==> config.mk <==
export PLATFORM = sky130hd
export DESIGN_NAME = aaff_auto_ack_frame_filter
export DESIGN_NICKNAME = d
export VERILOG_FILES = /design/src/core/aaff_pkg.sv /design/src/core/aaff_auto_ack_frame_filter.sv
export SDC_FILE = /design/constraint.sdc
export NUM_CORES = 1
export LEC_CHECK = 0
export BUFFER_PORTS_ARGS = -buffer_cell sky130_fd_sc_hd__buf_4
export CAP_MARGIN = 20
export CORE_ASPECT_RATIO = 0.7
export CORE_MARGIN = 2
export CORE_UTILIZATION = 60
export CTS_CLUSTER_DIAMETER = 150
export DETAILED_ROUTE_END_ITERATION = 10
export PLACE_DENSITY = 0.87
export SYNTH_ARGS = -nofsm -noshare
export SYNTH_HDL_FRONTEND = slang
export SYNTH_SLANG_ARGS = --single-unit
==> constraint.sdc <==
create_clock -name clock -period 4.9 [get_ports clock]
set_input_delay 0 -clock clock [delete_from_list [all_inputs] [get_ports clock]]
set_output_delay 0 -clock clock [all_outputs]
set_load 0.01 [all_outputs]
==> src/core/aaff_pkg.sv <==
/*
 Constants, register map and state type of the auto-ack frame filter.
 Assumes a 125 MHz clock and word-aligned AHB-Lite register access.
*/
package aaff_pkg;
   // Clock and timing
   localparam int CLK_PERIOD_NS = 8;
   localparam int SYMBOL_NS = 16000;
   localparam int TURN_STD_SYM = 12;
   localparam int TURN_SHORT_SYM = 2;
   localparam int TRIG_DLY_NS = 16000;
   localparam int SYM_CYC = (SYMBOL_NS + CLK_PERIOD_NS - 1) / CLK_PERIOD_NS;
   localparam int TURN_STD_CYC = TURN_STD_SYM * SYM_CYC;
   localparam int TURN_SHORT_CYC = TURN_SHORT_SYM * SYM_CYC;
   localparam int TRIG_DLY_CYC =
      (TRIG_DLY_NS + CLK_PERIOD_NS - 1) / CLK_PERIOD_NS;
   localparam int CNT_W = 16;
   // Register indices, byte address is four times the index
   localparam logic [5:0] IDX_PROT = 6'h0C;
   localparam logic [5:0] IDX_XB = 6'h17;
   localparam logic [5:0] IDX_SHORT0 = 6'h20;
   localparam logic [5:0] IDX_SHORT1 = 6'h21;
   localparam logic [5:0] IDX_PAN0 = 6'h22;
   localparam logic [5:0] IDX_PAN1 = 6'h23;
   localparam logic [5:0] IDX_LONG0 = 6'h24;
   localparam logic [5:0] IDX_LONG7 = 6'h2B;
   localparam logic [5:0] IDX_XA = 6'h2C;
   localparam logic [5:0] IDX_SEED = 6'h2E;
   localparam logic [5:0] IDX_STAT = 6'h30;
   // Field positions
   localparam int BIT_PROT = 7;
   localparam int BIT_ACK_TIME = 2;
   localparam int BIT_RES_ACCEPT = 4;
   localparam int BIT_RES_FILT = 5;
   localparam int BIT_SLOTTED = 0;
   localparam int BIT_COORD = 3;
   localparam int BIT_ACK_OFF = 4;
   localparam int VER_SEL_LSB = 6;
   localparam int STAT_BUSY = 4;
   localparam int STAT_SLOT = 5;
   localparam int FCF_ACKREQ = 5;
   localparam int FCF_DST_LSB = 10;
   localparam int FCF_VER_LSB = 12;
   localparam int FCF_SRC_LSB = 14;
   localparam logic [7:0] CFG_RST = 8'h00;
   // Frame encodings
   localparam logic [2:0] FT_BEACON = 3'h0;
   localparam logic [2:0] FT_DATA = 3'h1;
   localparam logic [2:0] FT_ACK = 3'h2;
   localparam logic [2:0] FT_CMD = 3'h3;
   localparam logic [1:0] AM_SHORT = 2'h2;
   localparam logic [1:0] AM_LONG = 2'h3;
   localparam logic [15:0] BCAST = 16'hFFFF;
   localparam logic [2:0] TRAC_SUCCESS = 3'h0;
   localparam logic [2:0] TRAC_WAIT_ACK = 3'h2;
   localparam logic [2:0] TRAC_INVALID = 3'h7;

   typedef enum logic [4:0] {
      S_IDLE = 5'b00001,
      S_RX = 5'b00010,
      S_TURN = 5'b00100,
      S_SLOT = 5'b01000,
      S_TXD = 5'b10000
   } aaff_state_t;

   typedef struct packed {
      aaff_state_t st;
      logic [CNT_W-1:0] cnt;
      logic [7:0] prot;
      logic [7:0] xb;
      logic [7:0] xa;
      logic [7:0] seed;
      logic [15:0] shortA;
      logic [15:0] pan;
      logic [63:0] longA;
      logic [2:0] trac;
      logic fe;
      logic address_match_event;
      logic ackGo;
      logic trigPrev;
      logic dpValid;
      logic dpWrite;
      logic dpOk;
      logic [5:0] dpIdx;
      logic [31:0] rdata;
   } aaff_regs_t;

   localparam aaff_regs_t REGS_RST = '{st: S_IDLE, trac: TRAC_INVALID,
      default: '0};
endpackage

==> src/core/aaff_auto_ack_frame_filter.sv <==
/*
 Receive frame filter and automatic acknowledgement control with an
 AHB-Lite register slave. Assumes a header parser that presents the
 frame control field and address fields, valid while rxEnd pulses.
*/
// Added by the designer: register access over AHB-Lite.
//
// Function
// - Reserved type, accept on, filter off: frame end if clean, no match, no ack.
// - Reserved type with accept and filter on is filtered like a data frame.
// - Filtered reserved frame acknowledged only with ack request and frame end.
// - Reserved type with acceptance off is discarded silently.
// - Protection bit 7 at 0x0C, reset 0, enables frame protection when set.
// - Slotted bit 0 at 0x2C, reset 0, selects slotted acknowledgement.
// - Coordinator bit 3 at 0x2E, reset 0, marks node as PAN coordinator.
// - Ack-off bit 4 at 0x2E, reset 0, suppresses all automatic acks.
// - Version field 7:6 at 0x2E limits acknowledged frame versions; 3 allows all.
// - Ack time bit 2 at 0x17 picks 12 or 2 symbol turnaround.
// - Slotted standard timing accepts trigger no earlier than two symbols after end.
// - Reserved frame type or version rejected, per reserved and version settings.
// - Present destination PAN must equal node PAN or broadcast.
// - Short destination matches node or broadcast; extended matches node long address.
// - Beacon source PAN must equal node PAN unless node PAN is broadcast.
// - Source-only data or command accepted only for coordinator with matching PAN.
// - Ack frames and frames without any address are rejected.
// - No address match event when destination mode 0 or 1 and source mode 0.
// - Slotted ack waits for rising trigger edge; host times that edge.
// - Two symbols after frame end in slotted mode result shows wait-for-ack.
// - Ack transmission starts 16 us after the trigger edge.
// - Start delimiter enters busy receive; frame end raised, then ack sent.
// - A frame passing the filter raises the address match event.
`timescale 1ns/10ps
module aaff_auto_ack_frame_filter
   import aaff_pkg::*;
#(
   parameter int TURN_STD_COUNT = TURN_STD_CYC
) (
   input wire logic clock,
   input wire logic rst_n,
   input wire logic hsel,
   input wire logic [31:0] haddr,
   input wire logic [1:0] htrans,
   input wire logic hwrite,
   input wire logic [2:0] hsize,
   input wire logic [31:0] hwdata,
   input wire logic hready,
   output logic hreadyout,
   output logic hresp,
   output logic [31:0] hrdata,
   input wire logic autoAckReceiveMode,
   input wire logic rxSfd,
   input wire logic rxEnd,
   input wire logic rxCrcOk,
   input wire logic [15:0] rxFcf,
   input wire logic [15:0] rxDstPan,
   input wire logic [63:0] rxDstAddr,
   input wire logic [15:0] rxSrcPan,
   input wire logic sleepTxTrigger,
   output logic busyAutoAckReceive,
   output logic frameEndEvent,
   output logic addressMatchEvent,
   output logic ackTxStart,
   output logic [2:0] transactionResult,
   output logic frameProtectOn
);

   aaff_regs_t s_ff;
   aaff_regs_t nxt_s;

   logic [2:0] ftype;
   logic [2:0] effType;
   logic [1:0] dstMode;
   logic [1:0] srcMode;
   logic [1:0] ver;
   logic [1:0] verSel;
   logic resType;
   logic resAccept;
   logic resFilt;
   logic slotted;
   logic ackShort;
   logic coord;
   logic ackOff;
   logic dstPres;
   logic srcPres;
   logic verOk;
   logic panOk;
   logic dstOk;
   logic beaconOk;
   logic srcOnlyOk;
   logic addrMatch;
   logic bypass;
   logic drop;
   logic amiSup;
   logic feNow;
   logic amiNow;
   logic needAck;
   logic trigRise;
   logic mapped;

   function automatic logic [7:0] rd_byte(aaff_regs_t r, logic [5:0] idx);
      logic [7:0] v;
      v = 8'h00;
      if (idx >= IDX_LONG0 && idx <= IDX_LONG7) begin
         v = r.longA[{3'(idx - IDX_LONG0), 3'b000} +: 8];
      end else begin
         case (idx)
            IDX_PROT: v = r.prot;
            IDX_XB: v = r.xb;
            IDX_SHORT0: v = r.shortA[7:0];
            IDX_SHORT1: v = r.shortA[15:8];
            IDX_PAN0: v = r.pan[7:0];
            IDX_PAN1: v = r.pan[15:8];
            IDX_XA: v = r.xa;
            IDX_SEED: v = r.seed;
            IDX_STAT: begin
               v[2:0] = r.trac;
               v[STAT_BUSY] = (r.st != S_IDLE);
               v[STAT_SLOT] = (r.st == S_SLOT);
            end
            default: v = 8'h00;
         endcase
      end
      return v;
   endfunction

   // Configuration fields
   assign resAccept = s_ff.xb[BIT_RES_ACCEPT];
   assign resFilt = s_ff.xb[BIT_RES_FILT];
   assign ackShort = s_ff.xb[BIT_ACK_TIME];
   assign slotted = s_ff.xa[BIT_SLOTTED];
   assign coord = s_ff.seed[BIT_COORD];
   assign ackOff = s_ff.seed[BIT_ACK_OFF];
   assign verSel = s_ff.seed[VER_SEL_LSB +: 2];

   // Frame control decode
   assign ftype = rxFcf[2:0];
   assign resType = ftype[2];
   assign effType = resType ? FT_DATA : ftype;
   assign dstMode = rxFcf[FCF_DST_LSB +: 2];
   assign srcMode = rxFcf[FCF_SRC_LSB +: 2];
   assign ver = rxFcf[FCF_VER_LSB +: 2];
   assign dstPres = dstMode[1];
   assign srcPres = srcMode[1];

   always_comb begin
      case (verSel)
         2'h0: verOk = (ver == 2'h0);
         2'h1: verOk = (ver <= 2'h1);
         2'h2: verOk = (ver <= 2'h2);
         default: verOk = 1'b1;
      endcase
   end

   // Third level filter
   assign panOk = !dstPres || rxDstPan == s_ff.pan
      || rxDstPan == BCAST;
   assign dstOk = (dstMode == AM_SHORT) ?
      (rxDstAddr[15:0] == s_ff.shortA || rxDstAddr[15:0] == BCAST) :
      (dstMode == AM_LONG) ? (rxDstAddr == s_ff.longA) : 1'b1;
   assign beaconOk = effType != FT_BEACON || s_ff.pan == BCAST
      || rxSrcPan == s_ff.pan;
   assign srcOnlyOk = !(!dstPres && srcPres
      && (effType == FT_DATA || effType == FT_CMD))
      || (coord && rxSrcPan == s_ff.pan);
   assign addrMatch = verOk && panOk && dstOk && beaconOk && srcOnlyOk
      && effType != FT_ACK && (dstPres || srcPres);

   // Reserved type handling
   assign bypass = resType && resAccept && !resFilt;
   assign drop = resType && !resAccept;
   assign amiSup = !dstMode[1] && srcMode == 2'h0;
   assign feNow = bypass ? rxCrcOk : (!drop && addrMatch && rxCrcOk);
   assign amiNow = !bypass && !drop && addrMatch && !amiSup;
   // Ack only follows a frame end of a filtered frame
   assign needAck = !bypass && feNow && rxFcf[FCF_ACKREQ]
      && !ackOff;

   // Pin is synchronous, one flop gives the edge
   assign trigRise = sleepTxTrigger && !s_ff.trigPrev;
   assign mapped = haddr[31:8] == 24'h000000 && haddr[1:0] == 2'b00;

   always_comb begin
      nxt_s = s_ff;
      nxt_s.fe = 1'b0;
      nxt_s.address_match_event = 1'b0;
      nxt_s.ackGo = 1'b0;
      nxt_s.trigPrev = sleepTxTrigger;
      // Register write in the data phase
      if (s_ff.dpValid && s_ff.dpWrite && s_ff.dpOk) begin
         if (s_ff.dpIdx >= IDX_LONG0 && s_ff.dpIdx <= IDX_LONG7) begin
            nxt_s.longA[{3'(s_ff.dpIdx - IDX_LONG0), 3'b000} +: 8] =
               hwdata[7:0];
         end else begin
            case (s_ff.dpIdx)
               IDX_PROT: nxt_s.prot = hwdata[7:0];
               IDX_XB: nxt_s.xb = hwdata[7:0];
               IDX_SHORT0: nxt_s.shortA[7:0] = hwdata[7:0];
               IDX_SHORT1: nxt_s.shortA[15:8] = hwdata[7:0];
               IDX_PAN0: nxt_s.pan[7:0] = hwdata[7:0];
               IDX_PAN1: nxt_s.pan[15:8] = hwdata[7:0];
               IDX_XA: nxt_s.xa = hwdata[7:0];
               IDX_SEED: nxt_s.seed = hwdata[7:0];
               default: nxt_s.prot = s_ff.prot;
            endcase
         end
      end
      // Receive and acknowledgement sequence
      case (s_ff.st)
         S_IDLE: begin
            if (autoAckReceiveMode && rxSfd) begin
               nxt_s.st = S_RX;
            end
         end
         S_RX: begin
            if (rxEnd) begin
               nxt_s.fe = feNow;
               nxt_s.address_match_event = amiNow;
               if (feNow) begin
                  nxt_s.trac = TRAC_SUCCESS;
               end
               if (needAck) begin
                  nxt_s.st = S_TURN;
                  // Slotted waits two symbols before a trigger counts
                  if (slotted || ackShort) begin
                     nxt_s.cnt = CNT_W'(TURN_SHORT_CYC - 1);
                  end else begin
                     nxt_s.cnt = CNT_W'(TURN_STD_COUNT - 1);
                  end
               end else begin
                  nxt_s.st = S_IDLE;
               end
            end
         end
         S_TURN: begin
            if (s_ff.cnt == '0) begin
               if (slotted) begin
                  nxt_s.st = S_SLOT;
                  nxt_s.trac = TRAC_WAIT_ACK;
               end else begin
                  nxt_s.st = S_IDLE;
                  nxt_s.ackGo = 1'b1;
               end
            end else begin
               nxt_s.cnt = s_ff.cnt - CNT_W'(1);
            end
         end
         S_SLOT: begin
            if (trigRise) begin
               nxt_s.st = S_TXD;
               nxt_s.cnt = CNT_W'(TRIG_DLY_CYC - 1);
            end
         end
         S_TXD: begin
            if (s_ff.cnt == '0) begin
               nxt_s.st = S_IDLE;
               nxt_s.ackGo = 1'b1;
               nxt_s.trac = TRAC_SUCCESS;
            end else begin
               nxt_s.cnt = s_ff.cnt - CNT_W'(1);
            end
         end
         default: nxt_s.st = S_IDLE;
      endcase
      // Leaving the mode abandons a pending ack and any frame not ending in the same cycle
      if (!autoAckReceiveMode) begin
         nxt_s.st = S_IDLE;
         nxt_s.ackGo = 1'b0;
      end
      // Address phase; read data uses post-write values
      nxt_s.dpValid = hsel && htrans[1] && hready;
      if (nxt_s.dpValid) begin
         nxt_s.dpWrite = hwrite;
         nxt_s.dpOk = mapped;
         nxt_s.dpIdx = haddr[7:2];
         nxt_s.rdata = 32'h00000000;
         if (!hwrite && mapped) begin
            nxt_s.rdata[7:0] = rd_byte(nxt_s, haddr[7:2]);
         end
      end
   end

   always_ff @(posedge clock or negedge rst_n) begin
      if (!rst_n) begin
         s_ff <= REGS_RST;
      end else begin
         s_ff <= nxt_s;
      end
   end

   assign hreadyout = 1'b1;
   assign hresp = 1'b0;
   assign hrdata = s_ff.rdata;
   assign busyAutoAckReceive = (s_ff.st != S_IDLE);
   assign frameEndEvent = s_ff.fe;
   assign addressMatchEvent = s_ff.address_match_event;
   assign ackTxStart = s_ff.ackGo;
   assign transactionResult = s_ff.trac;
   assign frameProtectOn = s_ff.prot[BIT_PROT];

   // Helper: length of the last finished state stay
   logic [CNT_W-1:0] runLen;
   logic [CNT_W-1:0] lastLen;
   aaff_state_t lastSt;
   always_ff @(posedge clock or negedge rst_n) begin
      if (!rst_n) begin
         runLen <= CNT_W'(1);
         lastLen <= '0;
         lastSt <= S_IDLE;
      end else if (nxt_s.st != s_ff.st) begin
         runLen <= CNT_W'(1);
         lastLen <= runLen;
         lastSt <= s_ff.st;
      end else begin
         runLen <= runLen + CNT_W'(1);
      end
   end

   logic inRx;
   assign inRx = s_ff.st == S_RX && autoAckReceiveMode;
endmodule

==> flow_metrics.env, run 1 <==
export IMPL_outcome="finished clean"
export IMPL_proportion_of_power_drawn_by_combinational_gates_pct=19.2
export IMPL_finish_cell_count_without_fillers=1491
export IMPL_routedWlPerCell_um=23.89
export IMPL_cts_tree="yes"
export IMPL_grt_max_degree=96
export IMPL_most_common_layout_cells="sky130_fd_sc_hd__buf_4 (188), sky130_fd_sc_hd__dfrtp_1 (169), sky130_fd_sc_hd__mux2_2 (106), sky130_fd_sc_hd__nand2_1 (77), sky130_fd_sc_hd__xor2_1 (70)"
export IMPL_numPortBuffers=172
export IMPL_antenna_cells=0
export IMPL_num_fill_cells=1251
export IMPL_floorplan_core_area_um2=17850
export IMPL_timing_critical_path_arrival_ns=4.48
export IMPL_clock_tree_htree_level_count=4
export IMPL_start_kind="register"
export IMPL_final_setup_skew_ns=0.01438
export IMPL_antenna_found_initial=0
export IMPL_rrSetupSlack_ns=0.73
export IMPL_cell_internal_pwr_mw=2.546
export IMPL_seq_power_share_pct=44.3
export IMPL_count_of_final_max_slew_check_failures=0
export IMPL_cp_startpoint="s_ff[32]$_DFFE_PN0P_"
export IMPL_drc=0
export IMPL_post_synth_instance_area_um2=10850
export IMPL_cp_endpoint="hrdata[5]$_DFFE_PN0P_"
export IMPL_synth_async_sr_flop_share_pct=100.0
export IMPL_die_area_um2=19190
export IMPL_layout_commonest_cell="sky130_fd_sc_hd__buf_4"
export IMPL_initial_core_utilization_pct=60.77
export IMPL_peakVddDrop_mv=0.2388
export IMPL_rsz0062_at_grt="no"
export IMPL_crit_fanout=13
export IMPL_final_net_count=1439
export IMPL_placement_rows=41
export IMPL_p_clk_share_pct=36.4
export IMPL_drt_initial_drc_count=1760
export IMPL_gr_total_overflow=0
export IMPL_gpl_final_weighted_congestion=0.9542
export IMPL_synth_top_area_share_pct=38.98
export IMPL_die_y_um=116.5
export IMPL_critical_path_required_ns=5.21
export IMPL_ys_seq_area_share_pct=39.95
export IMPL_grt_first_pass_wirelength_um=54060
export IMPL_tightest_slew_ns=1.156
export IMPL_critical_path_reg2reg_startpoint="s_ff[32]$_DFFE_PN0P_"
export IMPL_cts_buffer_depth=2
export IMPL_detailedRoute_firstPassIterationCount=7
export IMPL_cp_slowest_stage_delay_ns=0.58
export IMPL_syn_to_final_growth_pct=19.46
export IMPL_leakage_power_total_nw=5.714
export IMPL_first_global_vias=9878
export IMPL_netSwitchingPower_mw=1.166
export IMPL_critPathBufInv=1
export IMPL_drive_above_1_share_pct=28.69
export IMPL_total_of_cells_resized_after_clock_tree_synthesis=0
export IMPL_swShare_pct=31.41
export IMPL_cellPowerDensity_nw_per_um2=286.4
export IMPL_critPathCaptureType="register"
export IMPL_critical_path_slowest_cell="sky130_fd_sc_hd__dfrtp_1"
export IMPL_timing_critical_path_cells="inv_1 > ha_1 > ha_1 > nor4bb_1 > nand4_2 > mux2_2 > mux4_2 > mux2_2 > o21ai_1 > a22oi_1"
export IMPL_timing_final_hold_violations=0
export IMPL_post_route_minimum_period_ns=4.168
export IMPL_timing_critical_path_max_delay_family="multiplexers"
export IMPL_number_of_max_capacitance_violations_reported=0
export IMPL_synthDistinctLibCells=85
export IMPL_post_cts_setup_buffer_count=0
export IMPL_viasPerCell=6.757
export IMPL_synth_top_cells_by_area="sky130_fd_sc_hd__dfrtp_1 (39%), sky130_fd_sc_hd__mux2_2 (11%), sky130_fd_sc_hd__xor2_1 (5.7%), sky130_fd_sc_hd__xnor2_1 (3.6%), sky130_fd_sc_hd__buf_4 (2.9%)"
export IMPL_rr_endpoint="hrdata[5]$_DFFE_PN0P_"
export IMPL_clock_tree_root_cell="sky130_fd_sc_hd__clkbuf_16"
export IMPL_timing_critical_path_depth=10
export IMPL_die_width_um=164.7
export IMPL_synth_area_per_cell_um2=10.08
export IMPL_relSlewSlack_pct=22.31
export IMPL_dp_cells=1437
export IMPL_finalSetupViolations=0
export IMPL_final_setup_tns_ns=0
export IMPL_reg2regPathDepth=10
export IMPL_timing_worst_setup_path_type="register to register"
export IMPL_synth_yosys_warnings=0
export IMPL_clk_insertion_delay_late_ns=0.45
export IMPL_groute_usage_overall_pct=37.81
export IMPL_min_period_over_period_pct=85.07
export IMPL_cts_sinks=173
export IMPL_detailed_place_hpwl_um=25870
export IMPL_classification_of_the_worst_slack_hold_path="input pin to register"
export IMPL_synth_cells=1076
export IMPL_detailroute_via_count=10080
export IMPL_fmaxAchievable_mhz=239.9
export IMPL_yosys_most_used_dff="sky130_fd_sc_hd__dfrtp_1"
export IMPL_synth_largest_area_cell="sky130_fd_sc_hd__dfrtp_1"
export IMPL_ys_ff_latch=173
export IMPL_synth_edff_count=0
export IMPL_clock_transition_at_the_register_clock_pins_on_the_worst_setup_and_hold_paths_after_cts_ns=0.07
export IMPL_io_pins=233
export IMPL_ant_nets=0
export IMPL_numCtsBuffers=17
export IMPL_drt_wl_total_um=35620
worst min path at each step:
stage,slack (ns),from,cells after the start,endpoint
6_report,0.06,rxFcf[14],3,addressMatchEvent$_DFF_PN0_
3_3_place_gp,0.13,sleepTxTrigger,1,s_ff[41]$_DFF_PN0_
3_5_place_dp,0.13,sleepTxTrigger,1,s_ff[41]$_DFF_PN0_
4_1_cts,0.05,rxFcf[14],3,addressMatchEvent$_DFF_PN0_
2_1_floorplan,-0.30,rst_n,0,ackOff$_DFF_PN0_
5_1_grt,0.03,rxFcf[14],3,addressMatchEvent$_DFF_PN0_
cells in the mapped netlist, types with 28 or more instances:
library cell,instances
sky130_fd_sc_hd__a21oi_1,33
sky130_fd_sc_hd__nand2_1,77
sky130_fd_sc_hd__buf_4,42
sky130_fd_sc_hd__dfrtp_1,169
sky130_fd_sc_hd__xor2_1,70
sky130_fd_sc_hd__nand3_1,29
sky130_fd_sc_hd__nand4_1,42
sky130_fd_sc_hd__inv_1,40
sky130_fd_sc_hd__nor2_1,31
sky130_fd_sc_hd__clkbuf_1,28
sky130_fd_sc_hd__nor4_1,36
sky130_fd_sc_hd__o21ai_0,48
sky130_fd_sc_hd__mux2_2,106
sky130_fd_sc_hd__xnor2_1,45
registers in the layout (all words and copies together) (netlist names):
name,flops
hrdata,8
frameProtectOn,1
addressMatchEvent,1
frameEndEvent,1
transactionResult,3
ackOff,1
ackShort,1
ackTxStart,1
resAccept,1
coord,1
s_ff,153
resFilt,1
through the flow:
step / instance area, µm² / utilization, % / setup WS (ns) / power (mW) / hold WS [ns]
2_1_floorplan: 10940 / - / 1.755 / 2.061 / -0.2956
3_3_place_gp: 12160 / 68.11 / 1.152 / 2.299 / 0.1298
3_5_place_dp: 12160 / 68.11 / 0.9562 / 2.332 / 0.1254
4_1_cts: 12960 / 72.60 / 0.9043 / 3.686 / 0.04814
5_1_grt: 12960 / 72.60 / 0.6409 / 3.841 / 0.03298
6_report: 12960 / 72.60 / 0.7316 / 3.712 / 0.05816
cell type report:
class	instances	area, µm²	share of cell area [%]
clock buffer	18	429.2	3.311
clock inverter	14	151.4	1.168
inverter	41	153.9	1.187
multi-input combinational	798	5953	45.94
sequential	173	4334	33.44
tap	236	295.3	2.278
timing repair buffer	211	1643	12.68
cells by family after synthesis:
group	count (synthesis)	share of synthesized area, %
compound gates	212	13.99
xor+xnor	116	9.434
fa+ha+maj	7	0.7842
buf+inv	129	6.066
flops	173	39.95
mux	127	13.52
other cells	2	0.06922
simple gates	310	16.19
worst min-delay path, delay by kind of cell:
kind	cells	cell delay [ns]
buf+inv	1	0.08
simple gates	2	0.33
timing repair:
action                                  CTS  global route
hold buffers                             22             0
endpoints found under the setup margin    0             0
hold endpoints to repair                165             0
power groups by stage:
stage	combinational (mW)	clock, mW	sequential, mW
floorplan	0.447	0	1.61
global placement	0.646	0	1.65
detailed placement	0.673	0	1.66
CTS	0.695	1.36	1.64
global route	0.768	1.42	1.66
finish	0.714	1.35	1.65
layer usage:
metal	GRT usage, %	routed length, µm	vias to the layer above
met5	0	0	-
met4	12.81	903	0
met3	14.77	5541	107
met2	55.51	15070	840
met1	51.61	14110	4841
li1	-	-	4287
Power figures use the tool's default switching activity.
==> run 2: changes to the inputs <==
Settings changed: CORE_UTILIZATION 60 to 50, PLACE_DENSITY 0.87 to 0.74.
==> run 2 against run 1 <==
Net effect: power increased by 0.52%; design area up 1.0%; clock skew up 0.0029 ns; utilization shrank 12 points; critical path depth unchanged; critical path type unchanged; largest cell class unchanged.
==> flow_metrics.env, run 2 (synthesis results as in run 1) <==
export IMPL_finish_cell_count_without_fillers=1542
export IMPL_grt_max_degree=71
export IMPL_first_global_vias=9473
export IMPL_floorplan_core_area_um2=21510
export IMPL_gr_total_overflow=0
export IMPL_rsz0062_at_grt="no"
export IMPL_detailroute_via_count=9757
export IMPL_clock_transition_at_the_register_clock_pins_on_the_worst_setup_and_hold_paths_after_cts_ns=0.08
export IMPL_min_period_over_period_pct=82.45
export IMPL_timing_worst_setup_path_type="register to register"
export IMPL_clock_tree_htree_level_count=4
export IMPL_critPathCaptureType="register"
export IMPL_grt_util_met3_pct=10.69
export IMPL_count_of_final_max_slew_check_failures=0
export IMPL_grt_met1_usage_pct=45.58
export IMPL_classification_of_the_worst_slack_hold_path="input pin to async pin"
export IMPL_reg2regPathDepth=10
export IMPL_gpl_final_weighted_congestion=0.9463
export IMPL_setup_ws_ns=0.8602
export IMPL_start_kind="register"
export IMPL_ant_nets=0
export IMPL_number_of_max_capacitance_violations_reported=0
export IMPL_grt_met2_usage_pct=43.59
export IMPL_cts_sinks=173
export IMPL_drc=0
export IMPL_syn_to_final_growth_pct=20.67
export IMPL_clk_insertion_delay_late_ns=0.45
export IMPL_cts_hold_buffers_added=25
export IMPL_final_net_count=1444
export IMPL_critical_path_slowest_cell="sky130_fd_sc_hd__dfrtp_1"
export IMPL_die_y_um=127.2
export IMPL_cts_buffer_depth=2
export IMPL_cts_tree="yes"
export IMPL_clock_tree_root_cell="sky130_fd_sc_hd__clkbuf_16"
export IMPL_detailed_place_hpwl_um=26150
export IMPL_drt_initial_drc_count=1212
export IMPL_post_cts_setup_buffer_count=0
export IMPL_io_pins=233
export IMPL_die_width_um=180.1
export IMPL_global_route_hottest_layer="met1"
export IMPL_tightest_slew_ns=1.043
export IMPL_critical_path_required_ns=5.21
export IMPL_routedWlPerCell_um=22.87
export IMPL_dp_cells=1484
export IMPL_post_layout_total_power_mw=3.731
export IMPL_stdcell_area_um2=13090
export IMPL_critPathBufInv=1
export IMPL_initial_core_utilization_pct=50.44
export IMPL_leakage_power_total_nw=5.760
export IMPL_post_dp_cell_area_um2=12220
export IMPL_peakVddDrop_mv=0.2053
export IMPL_timing_final_hold_violations=0
export IMPL_fmaxAchievable_mhz=247.5
export IMPL_viasPerCell=6.327
export IMPL_timing_critical_path_arrival_ns=4.35
export IMPL_timing_critical_path_max_delay_family="multiplexers"
export IMPL_timing_critical_path_cells="inv_1 > ha_1 > ha_1 > nor4bb_1 > nand4_2 > mux2_2 > mux4_2 > mux2_2 > o21ai_1 > a22oi_1"
export IMPL_crit_fanout=13
export IMPL_placement_rows=45
export IMPL_post_route_minimum_period_ns=4.040
export IMPL_groute_usage_overall_pct=30.91
export IMPL_total_of_cells_resized_after_clock_tree_synthesis=0
export IMPL_drive_above_1_share_pct=28.81
export IMPL_antenna_cells=0
export IMPL_relSlewSlack_pct=30.18
export IMPL_grt_first_pass_wirelength_um=54390
export IMPL_layout_commonest_cell="sky130_fd_sc_hd__buf_4"
export IMPL_most_common_layout_cells="sky130_fd_sc_hd__buf_4 (189), sky130_fd_sc_hd__dfrtp_1 (169), sky130_fd_sc_hd__mux2_2 (106), sky130_fd_sc_hd__nand2_1 (77), sky130_fd_sc_hd__xor2_1 (70)"
export IMPL_final_setup_tns_ns=0
export IMPL_regMostFlops="s_ff"
export IMPL_antenna_found_initial=0
export IMPL_numPortBuffers=172
export IMPL_post_route_util_pct=60.87
export IMPL_drt_wl_total_um=35270
export IMPL_dp_worst_setup_slack_ns=0.9861
export IMPL_cp_slowest_stage_delay_ns=0.57
export IMPL_timing_critical_path_depth=10
export IMPL_final_setup_skew_ns=0.01732
export IMPL_largest_reg_flops=153
export IMPL_detailedRoute_firstPassIterationCount=6
export IMPL_die_area_um2=22910
export IMPL_outcome="finished clean"
export IMPL_hold_slack_ns=0.1027
export IMPL_finalSetupViolations=0
export IMPL_cellPowerDensity_nw_per_um2=285.0
export IMPL_numCtsBuffers=17
run 2: path summary, 6_finish.rpt:
path	slack, ns	from	end
max	0.86	s_ff[32]$_DFFE_PN0P_	hrdata[5]$_DFFE_PN0P_
min	0.10	rst_n	s_ff[64]$_DFF_PN0_
max reg2reg	0.86	s_ff[32]$_DFFE_PN0P_	hrdata[5]$_DFFE_PN0P_
min reg2reg	0.50	transactionResult[2]$_DFF_PN1_	transactionResult[2]$_DFF_PN1_
max in group asynchronous	3.61	rst_n	s_ff[119]$_DFF_PN0_
min in group clock	0.12	htrans[1]	s_ff[33]$_DFFE_PN0P_
run 2: final cells by class:
| cell class | instances | area [µm²] |
|---|---|---|
| Clock buffer | 17 | 425.4 |
| Inverter | 41 | 153.9 |
| Fill cell | 1830 | 8417 |
| Multi-Input combinational cell | 798 | 5953 |
| Sequential cell | 173 | 4334 |
| Clock inverter | 15 | 183.9 |
| Timing Repair Buffer | 216 | 1688 |
| Tap cell | 282 | 352.8 |
run 2: power by group:
| part | switching [mW] | internal, mW |
|---|---|---|
| registers | 0.119 | 1.52 |
| clock network | 0.692 | 0.699 |
| logic | 0.396 | 0.307 |
run 2: worst register-to-register path: cells and delay by family (launching register included):
family                   cells  cell delay, ns
multiplexers                 3            1.26
AND/OR/NAND/NOR              2            0.89
adder cells (fa/ha/maj)      2            0.70
flip-flops                   1            0.57
AO/OA/AOI/OAI                2            0.32
buffers and inverters        1            0.18
run 2: metal layers:
layer  vias to the layer above  share of wire [%]
met5                         -                  0
met4                         0                1.8
met3                        53                 13
met2                       644                 41
met1                      4765                 44
li1                       4295                  -
==> run 3: changes to the inputs <==
Settings changed: PLACE_DENSITY 0.74 to 0.77.
Clock period 4.9 ns to 3.3 ns, I/O delays scaled along.
==> run 3 against run 2 <==
Net effect: sequential power increased by 46%; largest cell class unchanged; power grew 52%; critical endpoint unchanged; combinational power grew 65%; sequential cell count unchanged; critical path depth did not move; via count grew 2.3%; die area unchanged; global-route usage increased by 1.1 points; non-clock buffer count up 35; highest routed layer unchanged; utilization grew 1.4 points.
==> flow_metrics.env, run 3 (synthesis results as in run 1) <==
export IMPL_outcome="finished clean"
export IMPL_clock_transition_at_the_register_clock_pins_on_the_worst_setup_and_hold_paths_after_cts_ns=0.07
export IMPL_cp_slowest_stage_delay_ns=0.47
export IMPL_detailedRoute_firstPassIterationCount=6
export IMPL_count_of_final_max_slew_check_failures=0
export IMPL_most_common_layout_cells="sky130_fd_sc_hd__buf_4 (225), sky130_fd_sc_hd__dfrtp_1 (169), sky130_fd_sc_hd__mux2_2 (106), sky130_fd_sc_hd__nand2_1 (77), sky130_fd_sc_hd__xor2_1 (70)"
export IMPL_leakage_power_total_nw=5.898
export IMPL_reg2regPathDepth=10
export IMPL_hold_depth=3
export IMPL_drt_initial_drc_count=1081
export IMPL_placement_rows=45
export IMPL_relSlewSlack_pct=30.91
export IMPL_crit_fanout=6
export IMPL_syn_to_final_growth_pct=23.53
export IMPL_numCtsBuffers=17
export IMPL_die_area_um2=22910
export IMPL_groute_usage_overall_pct=32.00
export IMPL_detailroute_via_count=9980
export IMPL_critical_path_required_ns=3.60
export IMPL_final_setup_skew_ns=0.01280
export IMPL_timing_critical_path_cells="inv_1 > ha_1 > ha_2 > and4_1 > o211a_2 > mux2_2 > mux4_2 > mux2_2 > o21ai_1 > a22oi_1"
export IMPL_gr_total_overflow=0
export IMPL_fmaxAchievable_mhz=310.2
export IMPL_critical_path_slowest_cell="sky130_fd_sc_hd__mux4_2"
export IMPL_timing_critical_path_arrival_ns=3.52
export IMPL_io_pins=233
export IMPL_floorplan_core_area_um2=21510
export IMPL_min_period_over_period_pct=97.69
export IMPL_first_global_vias=9782
export IMPL_die_y_um=127.2
export IMPL_classification_of_the_worst_slack_hold_path="input pin to register"
export IMPL_post_route_minimum_period_ns=3.224
export IMPL_rr_endpoint="hrdata[5]$_DFFE_PN0P_"
export IMPL_final_setup_tns_ns=0
export IMPL_regMostFlops="s_ff"
export IMPL_drt_wl_total_um=36290
export IMPL_cts_tree="yes"
export IMPL_drc=0
export IMPL_antenna_cells=0
export IMPL_rrSetupSlack_ns=0.08
export IMPL_grt_max_degree=86
export IMPL_hold_slack_ns=0.01797
export IMPL_tightest_slew_ns=1.033
export IMPL_numPortBuffers=172
export IMPL_grt_first_pass_wirelength_um=56240
export IMPL_start_kind="register"
export IMPL_cts_buffer_depth=2
export IMPL_clock_tree_htree_level_count=4
export IMPL_min_delay_start="rxCrcOk"
export IMPL_cellPowerDensity_nw_per_um2=422.7
export IMPL_number_of_max_capacitance_violations_reported=0
export IMPL_final_net_count=1479
export IMPL_peakVddDrop_mv=0.3719
export IMPL_routedWlPerCell_um=23.01
export IMPL_largest_reg_flops=153
export IMPL_detailed_place_hpwl_um=27480
export IMPL_timing_worst_setup_path_type="register to register"
export IMPL_gpl_final_weighted_congestion=0.9749
export IMPL_rsz0062_at_grt="no"
export IMPL_timing_final_hold_violations=0
export IMPL_ant_nets=0
export IMPL_clock_tree_root_cell="sky130_fd_sc_hd__clkbuf_16"
export IMPL_clk_insertion_delay_late_ns=0.43
export IMPL_critical_path_reg2reg_startpoint="s_ff[32]$_DFFE_PN0P_"
export IMPL_finalSetupViolations=0
export IMPL_initial_core_utilization_pct=50.44
export IMPL_antenna_found_initial=0
export IMPL_viasPerCell=6.328
export IMPL_most_prevalent_standard_cell_on_the_critical_path="sky130_fd_sc_hd__mux2_2"
export IMPL_cts_sinks=173
export IMPL_post_layout_total_power_mw=5.665
export IMPL_hold_path_endpoint="frameEndEvent$_DFF_PN0_"
export IMPL_drive_above_1_share_pct=31.43
export IMPL_layout_commonest_cell="sky130_fd_sc_hd__buf_4"
export IMPL_die_width_um=180.1
export IMPL_critPathCaptureType="register"
[run 3: changes by cell type in the layout (fill, tap and decap cells not counted), sizes merged]
cell,delta
buf,+37
bufinv,+2
clkbuf,+3
clkinv,-2
clkinvlp,+3
dlygate4sd3,-1
inv,-7
[run 3: layout make-up]
class / instances / area, µm²
flip-flops and latches: 173 / 4334
clock inverters: 11 / 131.4
fillers: 1796 / 8107
repair buffers: 251 / 1961
clock buffers: 21 / 480.5
inverters: 41 / 153.9
well taps: 282 / 352.8
multi-input cells: 798 / 5988
[run 3: stage by stage]
step	area [µm²]	cells	util [%]	setup slack, ns
after global placement	12510	1520	58.15	0.1788
after detailed placement	12510	1520	58.15	0.1112
after CTS	13360	1576	62.11	0.07882
after floorplan	10940	1100	-	0.1554
final	13400	1577	62.31	0.07639
after global routing	13400	1577	62.31	0.008917
[run 3: report_power, final]
| group | internal [mW] | leakage [nW] | switching [mW] | total [mW] |
|---|---|---|---|---|
| Combinational | 0.513 | 3.51 | 0.649 | 1.16 |
| Clock | 1.21 | 0.293 | 0.894 | 2.10 |
| Sequential | 2.26 | 2.09 | 0.147 | 2.40 |
| Total | 3.97 | 5.90 | 1.69 | 5.67 |
[run 3: how the worst max path moves through the flow]
stage,startpoint,endpoint,slack [ns],cells after the start
final,s_ff[32]$_DFFE_PN0P_,hrdata[5]$_DFFE_PN0P_,0.08,10
after global routing,s_ff[33]$_DFFE_PN0P_,hrdata[5]$_DFFE_PN0P_,0.009,10
after CTS,s_ff[32]$_DFFE_PN0P_,hrdata[5]$_DFFE_PN0P_,0.08,10
after detailed placement,s_ff[32]$_DFFE_PN0P_,hrdata[5]$_DFFE_PN0P_,0.11,10
after global placement,s_ff[32]$_DFFE_PN0P_,hrdata[5]$_DFFE_PN0P_,0.18,10
after floorplan,s_ff[32]$_DFFE_PN0P_,hrdata[5]$_DFFE_PN0P_,0.16,11
[run 3: metal layers]
metal | wire length [µm] | global-route usage (%) | share of wire [%] | vias to the layer above
met4 | 581 | 7.827 | 1.6 | 0
met2 | 14920 | 45.17 | 41 | 667
li1 | - | - | - | 4362
met5 | 0 | 0 | 0 | -
met3 | 5073 | 11.06 | 14 | 49
met1 | 15720 | 47.03 | 43 | 4902
[run 3: what timing repair did]
| action | in CTS | in global routing |
|---|---|---|
| buffers inserted | 0 | 1 |
| gates resized for setup | 0 | 9 |
| setup endpoints to repair | 0 | 6 |
| hold buffers | 24 | 0 |
| hold endpoints to repair | 128 | 0 |
[run 3: worst max-delay path: cells and delay by family, from the launching register on]
kind	cells	cell delay (ns)
fa+ha+maj	2	0.59
mux	3	1.14
flops	1	0.34
compound gates	3	0.65
buf+inv	1	0.06
simple gates	1	0.30
